## src/rtl/tlic_pkg.sv

```systemverilog
/*
 * tlic_pkg: shared constants of the two-level interrupt controller.
 * Assumes the register port of the top module, word addresses as given here.
 */
package tlic_pkg;
    localparam int          NUM_SRC        = 32;
    localparam int          PRIO_W         = 5;
    // register addresses (word index on the plain register port)
    localparam logic [7:0]  ADDR_L1_MASK   = 8'h00;
    localparam logic [7:0]  ADDR_L1_STAT   = 8'h01;
    localparam logic [7:0]  ADDR_L2_MASK   = 8'h02;
    localparam logic [7:0]  ADDR_L2_PEND   = 8'h03;
    localparam logic [7:0]  ADDR_SRC_CODE  = 8'h04;
    localparam logic [7:0]  ADDR_IRQ_STAT  = 8'h05;
    localparam logic [7:0]  ADDR_IRQ_MASK  = 8'h06;
    localparam logic [7:0]  ADDR_LEVEL0    = 8'h20;
    // level register field positions
    localparam int          LVL_ROUTE_BIT  = 0;
    localparam int          LVL_SENS_BIT   = 1;
    localparam int          LVL_PRIO_LSB   = 2;
    // reset values, and the source code read when no source is active
    localparam logic [31:0] MASK_RST       = 32'hffff_ffff;
    localparam logic [31:0] LEVEL_RST      = 32'h0000_0000;
    localparam logic [1:0]  IRQ_MASK_RST   = 2'h3;
    localparam logic [31:0] NONE_CODE      = 32'h0000_0080;
    // status event bits: new unmasked second-level request, source-code read
    localparam int          EV_NEW_REQ     = 0;
    localparam int          EV_ACK         = 1;
endpackage : tlic_pkg

```

## src/rtl/tlic_arbiter.sv

```systemverilog
/*
 * tlic_arbiter: picks the pending unmasked source with the lowest priority value.
 * Assumes pending, mask and level words arrive from the same clock domain.
 */
module tlic_arbiter #(
    parameter int NUM_SRC = 32,
    parameter int PRIO_W  = 5
) (
    input  wire logic [NUM_SRC-1:0]        req,
    input  wire logic [NUM_SRC*PRIO_W-1:0] prio,
    output logic                           any,
    output logic [$clog2(NUM_SRC)-1:0]     winner
);
    // linear scan; strict less-than keeps ties on the lower input number
    always_comb begin
        logic [PRIO_W-1:0] best;
        best   = '1;
        any    = 1'b0;
        winner = '0;
        for (int i = 0; i < NUM_SRC; i++) begin
            if (req[i] && (!any || prio[i*PRIO_W +: PRIO_W] < best)) begin
                any    = 1'b1;
                best   = prio[i*PRIO_W +: PRIO_W];
                winner = i[$clog2(NUM_SRC)-1:0];
            end
        end
    end
endmodule : tlic_arbiter

```

## src/rtl/tlic_top.sv

```systemverilog
/*
 * tlic_top: two-level interrupt controller with register port and
 * normal/fast interrupt outputs to the processor.
 * Holds the second-level pending, mask and level registers, the priority
 * arbiter instance, the first-level gate and the event status block.
 * Word map: 00 first-level mask, 01 first-level raw status, 02 second-level
 * mask, 03 pending, 04 source code, 05 event status, 06 event mask,
 * 20 onwards one level register per second-level input.
 * Assumes source inputs arrive asynchronously and are synchronised here;
 * the register port runs on mclk with read data one cycle after the strobe.
 */
// Added by the designer: the register addresses and the strobed register port.
module tlic_top #(
    parameter int NUM_SRC = tlic_pkg::NUM_SRC,
    parameter int PRIO_W  = tlic_pkg::PRIO_W
) (
    input  wire logic               mclk,
    input  wire logic               rst_n,
    input  wire logic [NUM_SRC-1:0] src_in,
    input  wire logic [31:1]        l1_src_in,
    input  wire logic [7:0]         reg_addr,
    input  wire logic [31:0]        reg_wdata,
    input  wire logic               reg_wr,
    input  wire logic               reg_rd,
    output logic      [31:0]        reg_rdata,
    output logic                    irq_line,
    output logic                    fast_interrupt_line,
    output logic                    ctrl_irq
);
    localparam int IDX_W = $clog2(NUM_SRC);

    // parameter limits that the arbiter and 32-bit register words can serve
    initial begin
        if (NUM_SRC < 2)
            $error("tlic_top: NUM_SRC below 2");
        if (NUM_SRC > 32)
            $error("tlic_top: NUM_SRC above register width");
        if (PRIO_W < 1)
            $error("tlic_top: PRIO_W below 1");
        if (PRIO_W > 5)
            $error("tlic_top: PRIO_W wider than priority field");
    end

    // level register helpers
    function automatic logic lvl_edge(input logic [31:0] lvl);
        return lvl[tlic_pkg::LVL_SENS_BIT] == 1'b0;
    endfunction : lvl_edge

    function automatic logic lvl_fast(input logic [31:0] lvl);
        return lvl[tlic_pkg::LVL_ROUTE_BIT];
    endfunction : lvl_fast

    // address decode of the level register of input idx
    function automatic logic lvl_hit(input logic [7:0] addr, input int idx);
        return addr == tlic_pkg::ADDR_LEVEL0 + 8'(idx);
    endfunction : lvl_hit

    // input synchronisers
    logic [NUM_SRC-1:0] src_s1;
    logic [NUM_SRC-1:0] src_s2;
    logic [NUM_SRC-1:0] src_prev;
    logic [31:1]        l1_s1;
    logic [31:1]        l1_s2;
    logic [NUM_SRC-1:0] next_src_s1;
    logic [NUM_SRC-1:0] next_src_s2;
    logic [NUM_SRC-1:0] next_src_prev;
    logic [31:1]        next_l1_s1;
    logic [31:1]        next_l1_s2;
    // two-stage chains; the second stage feeds logic, and for sources also the src_prev copy of it
    always_comb begin
        next_src_s1   = src_in;
        next_src_s2   = src_s1;
        next_src_prev = src_s2;
        next_l1_s1    = l1_src_in;
        next_l1_s2    = l1_s1;
    end
    // registers of the synchroniser chains
    always_ff @(posedge mclk or negedge rst_n) begin
        if (!rst_n) begin
            src_s1   <= '0;
            src_s2   <= '0;
            src_prev <= '0;
            l1_s1    <= '0;
            l1_s2    <= '0;
        end else begin
            src_s1   <= next_src_s1;
            src_s2   <= next_src_s2;
            src_prev <= next_src_prev;
            l1_s1    <= next_l1_s1;
            l1_s2    <= next_l1_s2;
        end
    end

    // register state
    logic [31:0]        mask_register;
    logic [NUM_SRC-1:0] l2_mask;
    logic [NUM_SRC-1:0] pending_input_register;
    logic [31:0]        level [NUM_SRC];
    logic [1:0]         irq_stat;
    logic [1:0]         irq_mask;
    logic [31:0]        next_mask_register;
    logic [NUM_SRC-1:0] next_l2_mask;
    logic [NUM_SRC-1:0] next_pending;
    logic [31:0]        next_level [NUM_SRC];
    logic [1:0]         next_irq_stat;
    logic [1:0]         next_irq_mask;

    // arbitration over pending, unmasked sources
    logic [NUM_SRC-1:0]        l2_active;
    logic [NUM_SRC*PRIO_W-1:0] prio_vec;
    logic                      l2_any;
    logic [IDX_W-1:0]          l2_win;
    always_comb begin
        for (int i = 0; i < NUM_SRC; i++) begin
            l2_active[i] = pending_input_register[i] && !l2_mask[i];
            prio_vec[i*PRIO_W +: PRIO_W] =
                level[i][tlic_pkg::LVL_PRIO_LSB +: PRIO_W];
        end
    end

    tlic_arbiter #(
        .NUM_SRC (NUM_SRC),
        .PRIO_W  (PRIO_W)
    ) u_arb (
        .req    (l2_active),
        .prio   (prio_vec),
        .any    (l2_any),
        .winner (l2_win)
    );

    // decode of register port
    logic wr_l1_mask;
    logic wr_l2_mask;
    logic wr_pend;
    logic wr_istat;
    logic wr_imask;
    logic rd_code;
    logic new_req;
    always_comb begin
        wr_l1_mask = reg_wr && reg_addr == tlic_pkg::ADDR_L1_MASK;
        wr_l2_mask = reg_wr && reg_addr == tlic_pkg::ADDR_L2_MASK;
        wr_pend    = reg_wr && reg_addr == tlic_pkg::ADDR_L2_PEND;
        wr_istat   = reg_wr && reg_addr == tlic_pkg::ADDR_IRQ_STAT;
        wr_imask   = reg_wr && reg_addr == tlic_pkg::ADDR_IRQ_MASK;
        rd_code    = reg_rd && reg_addr == tlic_pkg::ADDR_SRC_CODE;
        new_req    = 1'b0;
        for (int i = 0; i < NUM_SRC; i++) begin
            if (!l2_mask[i] && src_s2[i] && (!lvl_edge(level[i]) || !src_prev[i]))
                new_req = new_req || !pending_input_register[i];
        end
    end

    // per-input request conditions after the synchronisers
    logic [NUM_SRC-1:0] src_rise;
    logic [NUM_SRC-1:0] edge_mode;
    logic [NUM_SRC-1:0] clr_by_wr;
    logic [NUM_SRC-1:0] clr_by_code;
    always_comb begin
        for (int i = 0; i < NUM_SRC; i++) begin
            src_rise[i]    = src_s2[i] && !src_prev[i];
            edge_mode[i]   = lvl_edge(level[i]);
            clr_by_wr[i]   = wr_pend && !reg_wdata[i];
            clr_by_code[i] = rd_code && l2_any && l2_win == IDX_W'(i);
        end
    end

    // next values of masks and level registers
    always_comb begin
        next_mask_register = mask_register;
        next_l2_mask       = l2_mask;
        for (int i = 0; i < NUM_SRC; i++)
            next_level[i] = level[i];
        if (wr_l1_mask)
            next_mask_register = reg_wdata;
        if (wr_l2_mask)
            next_l2_mask = reg_wdata[NUM_SRC-1:0];
        for (int i = 0; i < NUM_SRC; i++) begin
            if (reg_wr && lvl_hit(reg_addr, i))
                next_level[i] = reg_wdata;
        end
    end

    // configuration registers; everything masked out of reset
    always_ff @(posedge mclk or negedge rst_n) begin
        if (!rst_n) begin
            mask_register <= tlic_pkg::MASK_RST;
            l2_mask       <= NUM_SRC'(tlic_pkg::MASK_RST);
            for (int i = 0; i < NUM_SRC; i++)
                level[i] <= tlic_pkg::LEVEL_RST;
        end else begin
            mask_register <= next_mask_register;
            l2_mask       <= next_l2_mask;
            for (int i = 0; i < NUM_SRC; i++)
                level[i] <= next_level[i];
        end
    end

    // next pending bits; clears first, so a new event in the same cycle wins
    always_comb begin
        next_pending = pending_input_register;
        for (int i = 0; i < NUM_SRC; i++) begin
            if (clr_by_wr[i])
                next_pending[i] = 1'b0;
            if (clr_by_code[i])
                next_pending[i] = 1'b0;
            if (edge_mode[i]) begin
                if (src_rise[i])
                    next_pending[i] = 1'b1;
            end else if (src_s2[i]) begin
                next_pending[i] = 1'b1;
            end else if (!clr_by_wr[i]) begin
                next_pending[i] = 1'b0;
            end
        end
    end

    // pending register; level inputs follow their source
    always_ff @(posedge mclk or negedge rst_n) begin
        if (!rst_n)
            pending_input_register <= '0;
        else
            pending_input_register <= next_pending;
    end

    // next event status and mask; a set event beats a same-cycle clear
    always_comb begin
        next_irq_mask = irq_mask;
        next_irq_stat = irq_stat;
        if (wr_imask)
            next_irq_mask = reg_wdata[1:0];
        if (wr_istat)
            next_irq_stat = irq_stat & ~reg_wdata[1:0];
        if (new_req)
            next_irq_stat[tlic_pkg::EV_NEW_REQ] = 1'b1;
        if (rd_code)
            next_irq_stat[tlic_pkg::EV_ACK] = 1'b1;
    end

    // event status and mask registers
    always_ff @(posedge mclk or negedge rst_n) begin
        if (!rst_n) begin
            irq_mask <= tlic_pkg::IRQ_MASK_RST;
            irq_stat <= '0;
        end else begin
            irq_mask <= next_irq_mask;
            irq_stat <= next_irq_stat;
        end
    end

    // first level: input 0 is the second-level summary, others from pins
    logic [31:0] l1_raw;
    logic [31:0] l1_live;
    logic        next_irq_line;
    logic        next_fast;
    logic        next_ctrl_irq;
    logic [31:0] next_src_code;
    logic [31:0] next_rdata;
    always_comb begin
        l1_raw        = {l1_s2, l2_any};
        next_irq_line = 1'b0;
        next_fast     = 1'b0;
        l1_live       = l1_raw & ~mask_register;
        if (l1_live[0]) begin
            if (lvl_fast(level[l2_win]))
                next_fast = 1'b1;
            else
                next_irq_line = 1'b1;
        end
        // other first-level inputs go to the normal line
        if (l1_live[31:1] != 31'h0)
            next_irq_line = 1'b1;
        next_ctrl_irq = (irq_stat & ~irq_mask) != 2'h0;
        next_src_code = l2_any ? 32'(l2_win) : tlic_pkg::NONE_CODE;
    end

    // read mux; data stand only in the cycle after the strobe
    always_comb begin
        unique case (reg_addr)
            tlic_pkg::ADDR_L1_MASK:  next_rdata = mask_register;
            tlic_pkg::ADDR_L1_STAT:  next_rdata = l1_raw;
            tlic_pkg::ADDR_L2_MASK:  next_rdata = 32'(l2_mask);
            tlic_pkg::ADDR_L2_PEND:  next_rdata = 32'(pending_input_register);
            tlic_pkg::ADDR_SRC_CODE: next_rdata = next_src_code;
            tlic_pkg::ADDR_IRQ_STAT: next_rdata = 32'(irq_stat);
            tlic_pkg::ADDR_IRQ_MASK: next_rdata = 32'(irq_mask);
            default: begin
                next_rdata = 32'h0;
                for (int i = 0; i < NUM_SRC; i++)
                    if (lvl_hit(reg_addr, i))
                        next_rdata = level[i];
            end
        endcase
        if (!reg_rd)
            next_rdata = 32'h0;
    end

    always_ff @(posedge mclk or negedge rst_n) begin
        if (!rst_n) begin
            irq_line            <= 1'b0;
            fast_interrupt_line <= 1'b0;
            ctrl_irq            <= 1'b0;
            reg_rdata           <= '0;
        end else begin
            irq_line            <= next_irq_line;
            fast_interrupt_line <= next_fast;
            ctrl_irq            <= next_ctrl_irq;
            reg_rdata           <= next_rdata;
        end
    end
endmodule : tlic_top

```

## config.mk

```make
export PLATFORM = sky130hd
export DESIGN_NAME = tlic_top
export DESIGN_NICKNAME = d
export VERILOG_FILES = /design/src/rtl/tlic_pkg.sv /design/src/rtl/tlic_arbiter.sv /design/src/rtl/tlic_top.sv
export SDC_FILE = /design/constraint.sdc
export NUM_CORES = 2
export LEC_CHECK = 0
export ABC_AREA = 1
export BUFFER_PORTS_ARGS = -buffer_cell sky130_fd_sc_hd__buf_2
export CORE_MARGIN = 3
export CORE_UTILIZATION = 30
export DETAILED_ROUTE_END_ITERATION = 16
export SYNTH_ARGS = -nofsm -noshare
export SYNTH_HDL_FRONTEND = slang
export SYNTH_SLANG_ARGS = --single-unit
```

## constraint.sdc

```tcl
create_clock -name mclk -period 30.8 [get_ports mclk]
set_input_delay 3.08 -clock mclk [delete_from_list [all_inputs] [get_ports mclk]]
set_output_delay 3.08 -clock mclk [all_outputs]
set_load 0.005 [all_outputs]
```

== Word level (Yosys, flattened, before mapping) ==
Index checks and enable logic that the tools add are counted.

* Output and inout port bits: 35
* Flip-flop bits (word level): 1,317
* Latch bits: 0
* Bits in read-only memories: 0
* Input port bits: 107
* Memories: 0
* Word-level logic and storage cells: 1,040
* Bits in writable memories: 0

* Div/mod/pow operators: 0
* Bitwise gates (word level): 7
* Shift operators: 0
* Multiplexer cells: 364
* Equal/unequal tests: 69
* Multiply operators: 0
* Magnitude comparators: 32
* Add/sub/neg operators: 0
* Reduce and logical (&&, ||, !) cells: 521

{| class="wikitable"
|+ Operator list
! kind !! number
|-
| $mux W32 || 33
|-
| $mux W1 || 266
|-
| $logic_and A1 B1 Y1 || 262
|-
| $eq A8 B6 Y1 const B || 32
|-
| $mux W5 || 47
|-
| $pmux W32 S7 || 1
|-
| $bmux W32 S5 || 1
|-
| $logic_not A1 Y1 || 159
|-
| $lt A5 B5 Y1 || 31
|-
| $logic_or A1 B1 Y1 || 94
|-
| $eq A5 B5 Y1 const B || 16
|-
| $eq A5 B4 Y1 const B || 8
|-
| $and A32 B32 Y32 || 1
|-
| $mux W4 || 8
|-
| $not A32 Y32 || 1
|-
| $reduce_bool A31 Y1 || 1
|-
| $eq A8 B3 Y1 const B || 3
|-
| $eq A5 B3 Y1 const B || 4
|-
| $eq A8 B2 Y1 const B || 2
|-
| $mux W3 || 4
|-
| $eq A5 B2 Y1 const B || 2
|-
| $eq A8 B1 Y1 const B || 1
|-
| $logic_not A8 Y1 || 1
|-
| $mux W8 || 1
|-
| other kinds (8) || 14
|}

== Longest topological paths before layout ==
* Depth in word-level cells: 134
* Depth in mapped cells: 324
* Mapped depth without buffers: 298

== Modules after synthesis ==
From an unflattened synthesis, not the netlist that was laid out.

* Cells, all modules: 8,044
* Area total of the unflattened synthesis: 63,852.5 um^2

{| class="wikitable"
|+ Modules (own cells, without submodules)
! module !! cells an instance !! times used !! area each (um^2) !! seq. area each (um^2)
|-
| tlic_top || 6,560 || 1 || 55,853.6 || 33,039.2
|-
| tlic_arbiter || 1,484 || 1 || 7,998.9 || 0.0
|}

== Least setup slack after synthesis ==
OpenSTA, ideal clock, no wires.

* Path type: register -> register
* Start: reg l2_mask[0]
* End: reg irq_line
* Cell stages (with the launch flop): 293
* Arrival time: 33.388 ns
* Buffers on the path: 28
* Setup time: 0.125 ns
* Clock period less this slack: 33.513 ns
* Required time: 30.675 ns
* Path slack: -2.713 ns
* Cells stage by stage: dfstp_2 nor2_4 inv_1 nor2_1 ha_1 nand2_4 nor2_4 nand2_1 nand3_2 nand2_4 nand2_4 o21ai_0 ha_1 inv_1 o21bai_1 nand2_1 nand3_2 nand2_4 [257 not listed] o21ai_0 ha_1 a21oi_1 nor2_1 a211oi_1 nand2_1 nand2_2 nand2_4 buf_8 buf_12 nand4_1 nand2_1 nor2_1 nor2_1 nor2_1 nand3_2 nand3_1 nand2_1

* Word-level cells in the longest chain between the ends: 134
* Elaborated cells on any way between the ends: 228
* Classes of those cells: 31 x order compare; 100 x mux; 2 x bitwise; 95 x reduce/logical

{| class="wikitable"
|+ Ends and longest elaborated chain
! item !! line !! RTL
|-
| from (decl) || tlic_top.sv:96 || <nowiki>logic [NUM_SRC-1:0] l2_mask;</nowiki>
|-
| from (signal assigned) || tlic_top.sv:187 || <nowiki>l2_mask <= NUM_SRC'(tlic_pkg::MASK_RST);</nowiki>
|-
| from (signal assigned) || tlic_top.sv:192 || <nowiki>l2_mask <= next_l2_mask;</nowiki>
|-
| $logic_not A1 Y1 (*) || tlic_top.sv:115 || <nowiki>l2_active[i] = pending_input_register[i] && !l2_mask[i];</nowiki>
|-
| $logic_and A1 B1 Y1 (*) || tlic_top.sv:115 ||
|-
| $mux W5 or $mux W1 (tied branches) || tlic_arbiter.sv:21 || <nowiki>if (req[i] && (!any || prio[i*PRIO_W +: PRIO_W] < best)) begin</nowiki>
|-
| $lt A5 B5 Y1 or $logic_not A1 Y1 (tied branches) || tlic_arbiter.sv:21 ||
|-
| $logic_or A1 B1 Y1 || tlic_arbiter.sv:21 ||
|-
| $logic_and A1 B1 Y1 || tlic_arbiter.sv:21 ||
|-
| $mux W5 or $mux W1 (tied branches) || tlic_arbiter.sv:21 ||
|-
| $lt A5 B5 Y1 or $logic_not A1 Y1 (tied branches) || tlic_arbiter.sv:21 ||
|-
| [118 not listed] || - ||
|-
| $mux W5 || tlic_arbiter.sv:21 ||
|-
| $not A5 Y6 (implied by the code) || tlic_top.sv:264 || <nowiki>if (lvl_fast(level[l2_win]))</nowiki>
|-
| $bmux W32 S5 || tlic_top.sv:264 ||
|-
| $mux W1 (implied by the code) (2 in series) || tlic_top.sv:264 ||
|-
| $mux W1 || tlic_top.sv:264 ||
|-
| $mux W1 (*) || tlic_top.sv:263 || <nowiki>if (l1_live[0]) begin</nowiki>
|-
| $mux W1 (*) || tlic_top.sv:270 || <nowiki>if (l1_live[31:1] != 31'h0)</nowiki>
|-
| via next_irq_line || tlic_top.sv:253 || <nowiki>logic next_irq_line;</nowiki>
|-
| to (signal assigned) || tlic_top.sv:304 || <nowiki>irq_line <= next_irq_line;</nowiki>
|-
| to (decl) || tlic_top.sv:26 || <nowiki>output logic irq_line,</nowiki>
|}

Mark *: on every way through the listed nets, which the timed path passes. The rest lies on a longest branch. The select of a mux whose other input is x is not followed.
A chain may end at the register's enable or synchronous reset.

== Worst setup path after layout ==
* Start: reg l2_mask[0]
* End: reg pending_input_register[15]

* Word-level cells in the longest chain between the ends: 133
* Elaborated cells on any way between the ends: 228
* Classes of those cells: 31 x order compare; 1 x eq/ne; 99 x mux; 97 x reduce/logical

{| class="wikitable"
|+ Ends and longest elaborated chain
! item !! line !! RTL
|-
| $logic_not A1 Y1 (*) || tlic_top.sv:115 ||
|-
| $logic_and A1 B1 Y1 (*) || tlic_top.sv:115 ||
|-
| $mux W5 or $mux W1 (tied branches) || tlic_arbiter.sv:21 ||
|-
| $lt A5 B5 Y1 or $logic_not A1 Y1 (tied branches) || tlic_arbiter.sv:21 ||
|-
| $logic_or A1 B1 Y1 || tlic_arbiter.sv:21 ||
|-
| $logic_and A1 B1 Y1 || tlic_arbiter.sv:21 ||
|-
| $mux W5 or $mux W1 (tied branches) || tlic_arbiter.sv:21 ||
|-
| $lt A5 B5 Y1 or $logic_not A1 Y1 (tied branches) || tlic_arbiter.sv:21 ||
|-
| [118 not listed] || - ||
|-
| $mux W5 or $mux W1 (tied branches) || tlic_arbiter.sv:21 ||
|-
| $eq A5 B4 Y1 or $logic_and A1 B1 Y1 (tied branches) || tlic_top.sv:163 || <nowiki>clr_by_code[i] = rd_code && l2_any && l2_win == IDX_W'(i);</nowiki>
|-
| $logic_and A1 B1 Y1 (*) || tlic_top.sv:163 ||
|-
| $mux W1 (*) || tlic_top.sv:204 || <nowiki>if (clr_by_code[i])</nowiki>
|-
| $mux W1 || tlic_top.sv:211 || <nowiki>end else if (!clr_by_wr[i]) begin</nowiki>
|-
| $mux W1 || tlic_top.sv:209 || <nowiki>end else if (src_s2[i]) begin</nowiki>
|-
| $mux W1 (*) || tlic_top.sv:206 || <nowiki>if (edge_mode[i]) begin</nowiki>
|-
| via next_pending[15] || tlic_top.sv:103 || <nowiki>logic [NUM_SRC-1:0] next_pending;</nowiki>
|-
| to (signal assigned) || tlic_top.sv:222 || <nowiki>pending_input_register <= next_pending;</nowiki>
|-
| to (decl) || tlic_top.sv:97 || <nowiki>logic [NUM_SRC-1:0] pending_input_register;</nowiki>
|}

Mark *: on every way through the listed nets, which the timed path passes. The rest lies on a longest branch.

==> run_results.csv <==
group,metric,value,unit
yosys,seq_area_frac_synth,0.532,
finish,layout-drive-gt1-share,0.180,
sta,setup_violations,5,
status,violations,"setup timing",
worst_setup_path,endpoint_kind,"register",
routing,dr.pass1.iters,6,
routing,antenna_left,0,
routing,vias,53100,
finish,final_util,0.361,
sta,whs,0.347,ns
yosys,synth_compound_area_frac,0.170,
grt,grt_use_total,0.206,
hold_path,hold_start,"l1_s1[28]$_DFF_PN0_",
finish,area_growth,19.2,%
finish,regArea,33000,µm²
grt,grt_max_degree,166,
cts,insertion_delay,0.80,ns
worst_setup_path,rrSetupSlack,-0.02,ns
worst_setup_path,path_buf_inv,22,
cts,cts_buffers,148,
yosys,synthAdderAreaFrac,0.0133,
cts,path_clk_slew,0.06,ns
yosys,synth-xor-area-share,0,
grt,grt_pass1_vias,50600,
sta,rsz0062_at_grt,"yes",
worst_setup_path,crit_fanout,8,
grt,grt_pass1_wl,332000,µm
hold_path,min_path_cells,0,
die,rows,166,
die,fp.dieH,461,µm
cts,cts_tree,"built",
routing,wl_per_cell,21.8,µm
cts,cts_buffer_depth,3,
cts,root_buffer,"clkbuf_16",
routing,drtIter0Drc,5687,
routing,drc,0,
die,die_area,212000,µm²
finish,fillers,20700,
placed_design,numPortBuffers,141,
placed_design,dp_hpwl,151000,µm
yosys,syn-num-nets,7438,
sta,period_share,1.00,
worst_setup_path,max_stage_delay,0.55,ns
yosys,synth.area.mux_share,0,
routing,met2_length,98500,µm
cts,cts.sinks,1317,
yosys,synth_top_family_by_area,"simple AND/OR/NAND/NOR gates",
sta,fin_tns_setup,-0.0586,ns
sta,slew_violations,0,
yosys,syn_area,62100,µm²
grt,grt-ovfl-total,0,
hold_path,min_path_type,"register to register",
yosys,ys_ff_latch,1317,
routing,viasPerCell,5.19,
finish,layout.nets,7585,
sta,hold_violations,0,
worst_setup_path,r2r_cells,289,
worst_setup_path,slowest_stage,"dfstp_2",
grt,antenna_found_initial,14,
routing,routed_wl,223000,µm
die,die_x,461,µm
cts,cts-hold-fix-buffers,0,
worst_setup_path,path_delay_family,"simple AND/OR/NAND/NOR gates",
status,status,"finished with violations",
worst_setup_path,critPathRequiredTime,31.48,ns
yosys,synth-simple-area-share,0.218,
cts,htreeDepth,4,
placed_design,dp_worst_setup_slack,-0.661,ns
worst_setup_path,critPathMostFrequentCell,"nand2_4",
routing,met1_length,96500,µm
routing,routed.top_layer,"met5",
routing,route.met3.wl,17400,µm
worst_setup_path,reg2reg_from,"l2_mask[0]$_DFFE_PN1P_",
worst_setup_path,critPathKind,"register to register",
flow_run,drv_cap,0,
sta,setup_ws,-0.0222,ns
worst_setup_path,critPathLaunchType,"register",
sta,tightest_slew,1.31,ns
yosys,avgSynthCellArea,8.54,µm²
sta,skew,0.0508,ns
die,initial_core_util,0.302,
placed_design,globalplace.congestion,0.942,
hold_path,worstHoldEndpoint,"l1_s2[28]$_DFF_PN0_",
die,pin_count,142,
yosys,ys_types,65,
yosys,synthCells,7265,
sta,slew_headroom,0.124,
yosys,ys.warnings.count,0,
sta,clock.fmax,32.4,MHz
finish,multi_input_area,27100,µm²
sta,period_minus_slack,30.82,ns
worst_setup_path,crit_arrival,31.50,ns
worst_setup_path,rr_endpoint,"pending_input_register[15]$_DFF_PN0_",
worst_setup_path,worstSetupStartpoint,"l2_mask[0]$_DFFE_PN1P_",
die,core,205000,µm²
-- flip-flops by register name (all words and copies together) (netlist names), 31 cells and up --
register and count:
pending_input_register 32, src_prev 32, l1_s1 31, reg_rdata 32
l2_mask 32, next_src_s2 32, l1_s2 31, mask_register 32
level 1024, next_src_prev 32
-- worst max path at each step --
stage,cells after the start,end
floorplan,316,irq_line$_DFF_PN0_
global placement,279,pending_input_register[5]$_DFF_PN0_
detailed placement,284,pending_input_register[5]$_DFF_PN0_
CTS,291,pending_input_register[25]$_DFF_PN0_
global route,289,pending_input_register[19]$_DFF_PN0_
finish,289,pending_input_register[15]$_DFF_PN0_
-- synth_stat cells, drive strengths merged --
cell type / number / share of area
a2111oi: 3 / 0.00042
a211o: 1 / 0.00014
a211oi: 18 / 0.0022
a21boi: 2 / 0.00030
a21oi: 97 / 0.0078
a221o: 13 / 0.0021
a221oi: 203 / 0.029
a22o: 10 / 0.0014
a22oi: 6 / 0.00073
a311oi: 11 / 0.0016
a31o: 1 / 0.00014
a31oi: 3 / 0.00030
a32o: 3 / 0.00048
a32oi: 1 / 0.00014
a41oi: 1 / 0.00014
buf: 47 / 0.0065
clkbuf: 409 / 0.025
clkinv: 8 / 0.00058
dfrtp: 1251 / 0.50
dfstp: 66 / 0.028
ha: 66 / 0.013
inv: 550 / 0.033
nand2: 2194 / 0.15
nand3: 481 / 0.044
nand3b: 19 / 0.0024
nand4: 34 / 0.0035
nor2: 286 / 0.019
nor3: 30 / 0.0024
nor4: 17 / 0.0020
o2111ai: 17 / 0.0024
o211ai: 23 / 0.0028
o21a: 2 / 0.00024
o21ai: 1262 / 0.10
o21bai: 52 / 0.0063
o221ai: 50 / 0.0072
o22ai: 19 / 0.0019
o311a: 1 / 0.00016
o311ai: 2 / 0.00028
o31ai: 3 / 0.00036
o41ai: 3 / 0.00042
-- worst reg2reg max path, delay by kind of cell (launching register included) --
| kind | cells | cell delay [ns] |
|---|---|---|
| AND/OR/NAND/NOR | 188 | 15.47 |
| AO/OA/AOI/OAI | 49 | 4.70 |
| adder cells (fa/ha/maj) | 30 | 8.29 |
| flip-flops | 1 | 0.55 |
| buffers and inverters | 22 | 1.67 |
-- final cells by class --
type                            count  area share
Sequential cell                  1317       0.447
Multi-Input combinational cell   4937       0.366
Clock buffer                      216      0.0581
Tap cell                         2688      0.0455
Timing Repair Buffer              450      0.0435
Inverter                          558      0.0289
Clock inverter                     54      0.0112
Antenna cell                        4    0.000135
-- stage by stage --
step                      instances  cell area, µm²
after global routing          10200           74000
final                         10200           74000
after CTS                     10200           72300
after floorplan                7265           62800
after global placement         9870           66800
after detailed placement       9870           66800
-- logic make-up after synthesis --
family,after synthesis
AND/OR/NAND/NOR,3061
adder cells (fa/ha/maj),66
AO/OA/AOI/OAI,1807
flip-flops,1317
buffers and inverters,1014
-- placed cells by master, fill, tap and decap left out, types with 37 or more instances in the layout --
master,count
inv_1,526
dfstp_2,66
nand2_4,115
ha_1,38
nand2_1,1895
nand3_1,411
o21bai_1,52
nor2_1,206
a21oi_1,94
nor2_2,61
nand2_2,165
buf_2,140
o21ai_0,1180
o21ai_2,37
a221oi_1,202
nand3_2,68
clkbuf_16,149
dfrtp_1,1251
buf_4,284
-- layer usage --
metal	track usage	up-vias
li1	-	24600
met1	0.283	26100
met2	0.315	1966
met3	0.0392	362
met4	0.0905	2
met5	0	-
-- what timing repair did --
action / 4_1_cts / 5_1_grt
endpoints found under the setup margin: 39 / 39
gates resized for setup: 51 / 213
pin swaps: 19 / 140
cloned: 2 / 1
setup buffers: 11 / 67
Power is not shown: default switching activity piles up to over one toggle a cycle in this logic, so the estimate is an artifact.
